==> config.mk <==
export PLATFORM = sky130hd
export DESIGN_NAME = apc_port
export DESIGN_NICKNAME = d
export VERILOG_FILES = /design/src/verilog/apc_pkg.sv /design/src/verilog/apc_sar_if.sv /design/src/verilog/apc_sar.sv /design/src/verilog/apc_port.sv
export SDC_FILE = /design/constraint.sdc
export NUM_CORES = 1
export LEC_CHECK = 0
export BUFFER_PORTS_ARGS = -buffer_cell sky130_fd_sc_hd__clkbuf_2
export CAP_MARGIN = 30
export CORE_UTILIZATION = 49
export CTS_BUF_LIST = sky130_fd_sc_hd__clkbuf_4 sky130_fd_sc_hd__clkbuf_8
export CTS_CLUSTER_DIAMETER = 100
export CTS_CLUSTER_SIZE = 10
export DETAILED_ROUTE_END_ITERATION = 12
export PLACE_DENSITY = 0.75
export SYNTH_ARGS = -nofsm -noshare
export SYNTH_HDL_FRONTEND = slang
export SYNTH_SLANG_ARGS = --single-unit
==> constraint.sdc <==
create_clock -name clk_sys -period 2.9 [get_ports clk_sys]
set_clock_uncertainty 0.15 [all_clocks]
set_input_delay 0.58 -clock clk_sys [delete_from_list [all_inputs] [get_ports clk_sys]]
set_output_delay 0.58 -clock clk_sys [all_outputs]
set_load 0.05 [all_outputs]
==> src/verilog/apc_pkg.sv <==
// Shared constants and types for the parallel conversion port.
package apc_pkg;
  localparam int RES_W = 12;
  localparam int CH_W = 2;
  localparam int CONV_CYCLES = 12;
  localparam int CLK_PER_SAMPLE = 16;
  localparam logic [RES_W-1:0] RESULT_ZERO = 12'h000;
  localparam logic [RES_W-1:0] RESULT_FULL = 12'hfff;
  localparam logic [3:0] BIT_MSB_IDX = 4'hb;
  typedef enum logic [1:0] {APC_IDLE, APC_ARM, APC_CONV} apc_state_t;
endpackage

==> src/verilog/apc_sar_if.sv <==
// Interface between the port control and the bit-decision engine.
`timescale 1ns/1ps
interface apc_sar_if;
  logic start;
  logic step;
  logic [11:0] sample;
  logic [11:0] result;
  logic done;
  modport ctrl (output start, output step, output sample, input result, input done);
  modport sar (input start, input step, input sample, output result, output done);
endinterface

==> src/verilog/apc_sar.sv <==
// Successive approximation engine: one result bit per conversion clock, MSB first.
`timescale 1ns/1ps
module apc_sar (
  input wire logic clk_sys,
  input wire logic srst,
  apc_sar_if.sar sif
);
  logic [11:0] trial_r;
  logic [11:0] acc_r;
  logic [3:0] idx_r;
  logic busy_r;
  logic done_r;
  logic [11:0] guess;
  logic keep;
  // Comparator against the held sample stands in for the analog CDAC.
  assign guess = acc_r | trial_r;
  assign keep = (guess <= sif.sample);
  assign sif.result = acc_r;
  assign sif.done = done_r;
  always_ff @(posedge clk_sys) begin
    if (srst) begin
      trial_r <= 12'h000;
      acc_r <= apc_pkg::RESULT_ZERO;
      idx_r <= 4'h0;
      busy_r <= 1'b0;
      done_r <= 1'b0;
    end else begin
      done_r <= 1'b0;
      if (sif.start) begin
        trial_r <= 12'h800;
        acc_r <= apc_pkg::RESULT_ZERO;
        idx_r <= apc_pkg::BIT_MSB_IDX;
        busy_r <= 1'b1;
      end else if (busy_r && sif.step) begin
        if (keep) begin
          acc_r <= guess;
        end
        trial_r <= trial_r >> 1;
        if (idx_r == 4'h0) begin
          busy_r <= 1'b0;
          done_r <= 1'b1;
        end else begin
          idx_r <= idx_r - 4'h1;
        end
      end
    end
  end
endmodule

==> src/verilog/apc_port.sv <==
// Host-facing control of the four-channel converter: strobes, busy, result bus.
//
// Function
// - Chip select plus write low starts conversion.
// - Write with chip select floats result outputs.
// - Write cycle picks channel from address lines.
// - Result driven only while read and select low.
// - Busy goes low for whole conversion.
// - Busy rises at completion; results then readable.
// - Address latched on read or write rising.
// - Address pairs select inputs zero to three.
// - Start on clock edge, twelve bits MSB first.
// - Results are straight binary, zero to full.
// - Read rise with address low bit powers down/up.
`timescale 1ns/1ps
module apc_port (
  input wire logic clk_sys,
  input wire logic srst,
  input wire logic cs_n,
  input wire logic wr_n,
  input wire logic rd_n,
  input wire logic channel_addr_lo,
  input wire logic channel_addr_hi,
  input wire logic conv_clk,
  input wire logic [11:0] analog_input_0,
  input wire logic [11:0] analog_input_1,
  input wire logic [11:0] analog_input_2,
  input wire logic [11:0] analog_input_3,
  output logic busy_n,
  output logic [11:0] result_o,
  output logic [11:0] result_oe_n,
  output logic power_down,
  output logic [1:0] channel_sel
);
  // ==========================================================
  // Pin synchronisers
  // ==========================================================
  logic [5:0] pin_s1_r;
  logic [5:0] pin_s2_r;
  logic cs_s;
  logic wr_s;
  logic rd_s;
  logic addr_lo_s;
  logic addr_hi_s;
  logic ck_s;
  always_ff @(posedge clk_sys) begin
    pin_s1_r <= {conv_clk, channel_addr_hi, channel_addr_lo, rd_n, wr_n, cs_n};
    pin_s2_r <= pin_s1_r;
  end
  assign {ck_s, addr_hi_s, addr_lo_s, rd_s, wr_s, cs_s} = pin_s2_r;

  // ==========================================================
  // Edge detection on synchronised strobes
  // ==========================================================
  logic wr_d_r;
  logic rd_d_r;
  logic ck_d_r;
  logic wr_fall;
  logic wr_rise;
  logic rd_rise;
  logic ck_rise;
  logic wr_sel;
  logic rd_sel;
  always_ff @(posedge clk_sys) begin
    if (srst) begin
      wr_d_r <= 1'b1;
      rd_d_r <= 1'b1;
      ck_d_r <= 1'b0;
    end else begin
      wr_d_r <= wr_s;
      rd_d_r <= rd_s;
      ck_d_r <= ck_s;
    end
  end
  assign wr_fall = wr_d_r && !wr_s;
  assign wr_rise = !wr_d_r && wr_s;
  assign rd_rise = !rd_d_r && rd_s;
  assign ck_rise = !ck_d_r && ck_s;
  assign wr_sel = !cs_s && !wr_s;
  assign rd_sel = !cs_s && !rd_s;

  // ==========================================================
  // Channel address latch and input selection
  // ==========================================================
  logic [1:0] chan_r;
  logic [1:0] addr_now;
  logic [11:0] picked;
  // The low address line is the upper index bit, so lo=0, hi=1 selects input 1.
  assign addr_now = {addr_lo_s, addr_hi_s};
  always_comb begin
    unique case (chan_r)
      2'b00: picked = analog_input_0;
      2'b01: picked = analog_input_1;
      2'b10: picked = analog_input_2;
      2'b11: picked = analog_input_3;
    endcase
  end
  always_ff @(posedge clk_sys) begin
    if (srst) begin
      chan_r <= 2'b00;
    end else if (!cs_s && (wr_rise || rd_rise)) begin
      chan_r <= addr_now;
    end else if (wr_sel && wr_fall) begin
      chan_r <= addr_now;
    end
  end

  // ==========================================================
  // Conversion sequencing
  // ==========================================================
  apc_sar_if sif ();
  apc_sar u_sar (
    .clk_sys(clk_sys),
    .srst(srst),
    .sif(sif)
  );
  apc_pkg::apc_state_t state_r;
  apc_pkg::apc_state_t state_nxt;
  logic [11:0] sample_r;
  logic [11:0] data_r;
  logic pd_r;
  logic start_pend_r;
  // A write may fall mid-conversion; the conversion restarts on the next clock edge.
  always_comb begin
    state_nxt = state_r;
    unique case (state_r)
      apc_pkg::APC_IDLE: if (start_pend_r) state_nxt = apc_pkg::APC_ARM;
      apc_pkg::APC_ARM: if (ck_rise) state_nxt = apc_pkg::APC_CONV;
      apc_pkg::APC_CONV: begin
        if (start_pend_r) state_nxt = apc_pkg::APC_ARM;
        else if (sif.done) state_nxt = apc_pkg::APC_IDLE;
      end
    endcase
  end
  assign sif.start = (state_r == apc_pkg::APC_ARM) && ck_rise;
  assign sif.step = (state_r == apc_pkg::APC_CONV) && ck_rise && !start_pend_r;
  assign sif.sample = sample_r;
  always_ff @(posedge clk_sys) begin
    if (srst) begin
      state_r <= apc_pkg::APC_IDLE;
      start_pend_r <= 1'b0;
      sample_r <= apc_pkg::RESULT_ZERO;
    end else begin
      state_r <= state_nxt;
      if (wr_sel && wr_fall) begin
        start_pend_r <= 1'b1;
      end else if (state_r == apc_pkg::APC_ARM || state_r == apc_pkg::APC_IDLE) begin
        start_pend_r <= 1'b0;
      end
      if (sif.start) begin
        sample_r <= picked;
      end
    end
  end

  // ==========================================================
  // Result hold, busy, power-down and output drivers
  // ==========================================================
  logic converting;
  logic drive_en;
  assign converting = start_pend_r || state_r != apc_pkg::APC_IDLE;
  // Drive only for a read, never while a write is selected or a conversion runs.
  assign drive_en = rd_sel && !wr_sel && !converting && !pd_r;
  always_ff @(posedge clk_sys) begin
    if (srst) begin
      data_r <= apc_pkg::RESULT_ZERO;
      pd_r <= 1'b0;
      busy_n <= 1'b1;
      result_o <= apc_pkg::RESULT_ZERO;
      result_oe_n <= 12'hfff;
      power_down <= 1'b0;
      channel_sel <= 2'b00;
    end else begin
      if (sif.done && !start_pend_r) begin
        data_r <= sif.result;
      end
      if (!cs_s && rd_rise && !converting) begin
        pd_r <= addr_lo_s;
      end
      busy_n <= !(converting || (wr_sel && wr_fall));
      result_o <= data_r;
      result_oe_n <= drive_en ? 12'h000 : 12'hfff;
      power_down <= pd_r;
      channel_sel <= chan_r;
    end
  end
endmodule

Word-level counts from Yosys, hierarchy flattened. Index checks and enable logic that the tools add are counted.

Register bits after elaboration: 103. Latch bits: 0. Memory bits (writable): 0. Memory bits (read-only): 0. Output and inout bits: 28. Logic and storage cells: 105. Memories kept: 0.

Add/subtract/negate cells: 1. $mul: 0. Div/mod/pow operators: 0. Magnitude comparators: 1. Eq/ne operators: 9. Shifts and indexed selects: 0. Multiplexer cells: 20. Bitwise logic cells: 3. Reduce and logical (&&, ||, !) cells: 48.

Operator list (count): one-hot mux 12 bit (4 select lines) (1); two-way mux 12 bit (3); logical AND 1 bit (18); less-or-equal comparator 12 bit (1); two-way mux 2 bit (6); two-way mux 4 bit (3); OR 12 bit (1); zero test 1 bit (11); nonzero test 2 bit (5); AND reduction 2 bit (4); == test 2 bit (second input constant) (3); two-way mux 1 bit (6); inequality test 2 bit (second input constant) (3); one-hot mux 2 bit (3 select lines) (1); == test 2 x 1 -> 1 bit (second input constant) (2); zero test 2 bit (2); zero test 4 bit (1); logical OR 1 bit (4); subtractor 4 x 1 -> 4 bit (second input constant) (1); inequality test 3 x 2 -> 1 bit (second input constant) (1); AND reduction 3 bit (1); OR reduction 3 bit (1); NOT 1 bit (2); OR reduction 2 bit (1).

Longest topological paths before layout.
Depth in word-level cells: 7. Gate-level depth with buffers: 8. Gate-level depth less buffers: 7.

Hierarchy. Synthesis repeated with hierarchy kept, for this count alone.

Cell total of the unflattened synthesis: 379. Area, all modules: 3714.8 µm².

By module, submodules not included: apc_port (times used 1, cells each 191, area an instance 2197.1 µm², seq. area each 1241.2 µm²); apc_sar (times used 1, cells each 188, area an instance 1517.7 µm², seq. area each 600.6 µm²).

Worst setup path after synthesis. OpenSTA, ideal clock, no wires.

Kind: register to register. Start: register u_sar.trial_r[2]. End: register u_sar.acc_r[10] (netlist: u_sar.sif.result[10]). Arrival time: 2.104 ns. Required time: 2.680 ns. Setup slack: 0.576 ns. Cell stages (with the launch flop): 9. Clock period less this slack: 2.324 ns. Cell sequence: dfxtp_1 > or2_2 > ha_1 > and3_4 > a221o_1 > a221oi_2 > buf_6 > nand4_1 > a21oi_1.

Longest elaborated chain between the ends: 3.

Ends and longest elaborated chain: from (decl) (line apc_sar.sv:8) `logic [11:0] trial_r;`; from (signal assigned) (line apc_sar.sv:38) `trial_r <= trial_r >> 1;`; OR 12 bit (line apc_sar.sv:16) `assign guess = acc_r | trial_r;`; named net u_sar.guess[2] (line apc_sar.sv:13) `logic [11:0] guess;`; less-or-equal comparator 12 bit (line apc_sar.sv:17) `assign keep = (guess <= sif.sample);`; AND reduction 2 bit (no source line); to (signal assigned) (line apc_sar.sv:23) `acc_r <= apc_pkg::RESULT_ZERO;`; to (signal assigned) (line apc_sar.sv:31) `acc_r <= apc_pkg::RESULT_ZERO;`; to (signal assigned) (line apc_sar.sv:36) `acc_r <= guess;`; to (decl) (line apc_sar.sv:9) `logic [11:0] acc_r;`.

The timed path passes the listed nets, and every way through them passes these cells. A chain may end at the register's enable or synchronous reset.

Final worst setup path.
Start: register u_sar.trial_r[3]. End: register u_sar.acc_r[5] (netlist: u_sar.sif.result[5]).

The elaborated chain is that of the path after synthesis.

==> qor.yml <==
yosys:
  synth-edff-count: 0
  synth-async-reset-ratio_pct: 0
  synth_top_area_share_pct: 48.7
  yosys-top-cells-count: "92 x dfxtp_1, 77 x nand2_1, 57 x a21oi_1"
  syn_avg_cell_area_um2: 9.30
  ys_seq_area_share_pct: 48.7
  yosysTopAreaCell: "dfxtp_1"
  synthFlopType: "dfxtp_1"
  yosys_register_bits: 92
  netlist_instances: 407
  synth_warnings: 0
  ys_types: 34
  yosys.cell_count.top_type: "dfxtp_1"
  syn-cell-area_mm2: 0.00378
  synthTopCellsByArea: "dfxtp_1 49%, nand2_1 7.6%, a21oi_1 7.5%, mux4_2 7.1%, ha_1 4.6%"
  synth_fp_nets: 477
timing:
  hold_ws_ns: 0.159
  hold_violations: 0
  max_freq_mhz: 402
  setup_viol: 0
  fin_crit_sh_pct: 85.7
  slew_headroom_pct: 45.4
  final_max_slew_viol_count: 0
  grt_setup_unrepaired: "no"
  tightest_slew_ns: 0.818
  fin_crit_ns: 2.49
  final.setup.tns_ns: 0
die:
  die-area_mm2: 0.00808
  rows: 31
  ios: 84
  die_w_um: 89.9
  dieHeight_um: 89.9
  core_mm2: 0.00737
  start_util_pct: 51.3
hold_path:
  whs_path_depth: 1
  min_path_type: "primary input to flop"
  hold_start: "conv_clk"
  holdPathEnd: "pin_s1_r[5]"
cts:
  numCtsBuffers: 9
  cts_resized: 0
  insertion_delay_ns: 0.37
  root_buffer: "clkbuf_8"
  cts_num_sinks: 92
  clk_pin_slew_worst_paths_ns: 0.09
  htree_num_levels: 3
  cts_setup_buffers: 0
  cts_buffer_depth: 2
  tritoncts: "built"
  post_cts_hold_buffer_count: 0
placed_design:
  gp_congestion: 0.853
  hpwlAfterDp_um: 5410
  place_area_mm2: 0.00417
  portBuffers: 83
critical_path:
  path_delay_family: "compound AO/OA/AOI/OAI gates"
  path_buf_inv: 1
  r2r_start: "u_sar.trial_r[3]"
  cp_cell_sequence: "or2_2 > ha_1 > and3_4 > a221o_1 > a221oi_2 > buf_4 > nand4_1 > a21oi_1"
  worst_setup_path_end_kind: "flop"
  slowest_delay_ns: 0.35
  r2r_setup_slack_ns: 0.41
  crit_fanout: 12
  crit_arrival_ns: 2.63
  start_kind: "flop"
  worstSetupPathType: "flop to flop"
  cp.required_ns: 3.05
  cp_slowest_cell: "dfxtp_1"
  r2r_end: "u_sar.sif.result[5]"
  worstRegToRegCells: 8
global_routing:
  antenna_found_initial: 0
  overflow: 0
  grt_pass1_wl_um: 13100
  grt_usage_pct: 20.2
  grt_start_max_net_pins: 38
  grt_pass1_vias: 2871
drt:
  wl_um: 7520
  dr.pass1.iters: 4
  detail-route-antenna-nets: 0
  wire_per_inst_um: 13.1
  drtIter0Drc: 152
  post_drt_via_cell_ratio: 5.21
  drc: 0
  via_count: 2993
power_and_ir_drop:
  p_leak_nw: 1.75
  ir_drop_mv: 0.259
  p_per_area_mw_per_mm2: 550
  p_total_mw: 2.41
final_layout:
  drive_gt1_share_pct: 28.2
  antennaDiodeCount: 0
  regArea_mm2: 0.00184
  final_cell_area_mm2: 0.00438
  areaGrowthSynthToFinish_pct: 15.7
  fill_cells: 658
  nNetsFinal: 540
  multiInputGateArea_mm2: 0.00169
  final_util_pct: 59.4
job:
  maxCapViolCount: 0
status:
  status: "finished, final reports clean"
## worst max path at each step
stage | start | end | slack [ns] | cells after the start
floorplan | u_sar.trial_r[2] | u_sar.sif.result[10] | 0.58 | 8
global placement | u_sar.trial_r[2] | u_sar.sif.result[0] | 0.55 | 8
detailed placement | u_sar.trial_r[2] | u_sar.sif.result[8] | 0.46 | 8
CTS | u_sar.trial_r[3] | u_sar.sif.result[5] | 0.43 | 8
global route | u_sar.trial_r[3] | u_sar.sif.result[11] | 0.32 | 8
finish | u_sar.trial_r[3] | u_sar.sif.result[5] | 0.41 | 8
## registers in the layout, summed over array words and instances (netlist names), 4 cells and up
name / cells
data_r: 12
result_o: 12
sample_r: 12
u_sar.sif.result: 12
u_sar.trial_r: 12
pin_s1_r: 6
pin_s2_r: 6
u_sar.idx_r: 4
## report_power, final
part / internal [mW] / total, mW / switching, mW
Clock: 0.429 / 0.890 / 0.461
Combinational: 0.0933 / 0.207 / 0.114
Sequential: 1.29 / 1.31 / 0.0239
Total: 1.81 / 2.41 / 0.599
## cell families after synthesis
group                    after synthesis  share of synthesized area (%)
multiplexers                          16                           8.20
XOR/XNOR                               2                          0.463
AO/OA/AOI/OAI                         78                           11.5
adder cells (fa/ha/maj)               14                           4.63
AND/OR/NAND/NOR                      153                           19.8
flip-flops                            92                           48.7
buffers and inverters                 52                           6.71
## cells in the final DEF, fill, tap and decap left out
master,synthesis,final
o31ai_1,1,1
a221oi_2,1,1
inv_6,0,3
inv_1,15,15
clkinv_2,0,1
clkbuf_8,0,10
a21oi_1,57,57
mux2i_1,4,4
nor2_1,13,13
nand3b_1,2,2
nor4_1,2,2
xnor2_1,2,2
nand2_1,77,77
nand3_1,1,1
dfxtp_1,92,92
mux4_2,12,12
or2_2,13,13
and4_1,1,1
clkinvlp_4,0,1
a21o_2,1,1
nor3b_1,3,3
bufinv_16,0,1
a31oi_1,13,13
and3_2,1,1
and3b_1,1,1
nand2b_1,3,3
and3_4,1,1
o311a_1,1,1
o41ai_1,1,1
ha_1,14,14
nand4_1,15,15
a221o_1,1,1
buf_4,12,6
or3_1,2,2
clkbuf_2,0,83
nor2b_1,18,18
o21ai_0,2,2
## metal layers
metal,vias to the layer above,part of all wire [%],global-route usage [%]
li1,1516,-,-
met1,1383,45,25.0
met2,81,49,33.5
met3,13,3.9,4.06
met4,0,2.3,10.2
met5,-,0,0
## layout make-up
| class | count | share of cell area [%] |
|---|---|---|
| Multi-Input combinational cell | 263 | 38.6 |
| Clock inverter | 6 | 1.57 |
| Sequential cell | 92 | 42.1 |
| Clock buffer | 10 | 3.14 |
| Tap cell | 99 | 2.83 |
| Timing Repair Buffer | 89 | 10.5 |
| Inverter | 15 | 1.29 |
## through the flow
step                      cells  setup slack [ns]
final                       574             0.415
after global routing        574             0.318
after CTS                   574             0.427
after detailed placement    558             0.463
after global placement      558             0.552
after floorplan             407             0.576
Note: power is estimated with default switching activity, not from simulation.
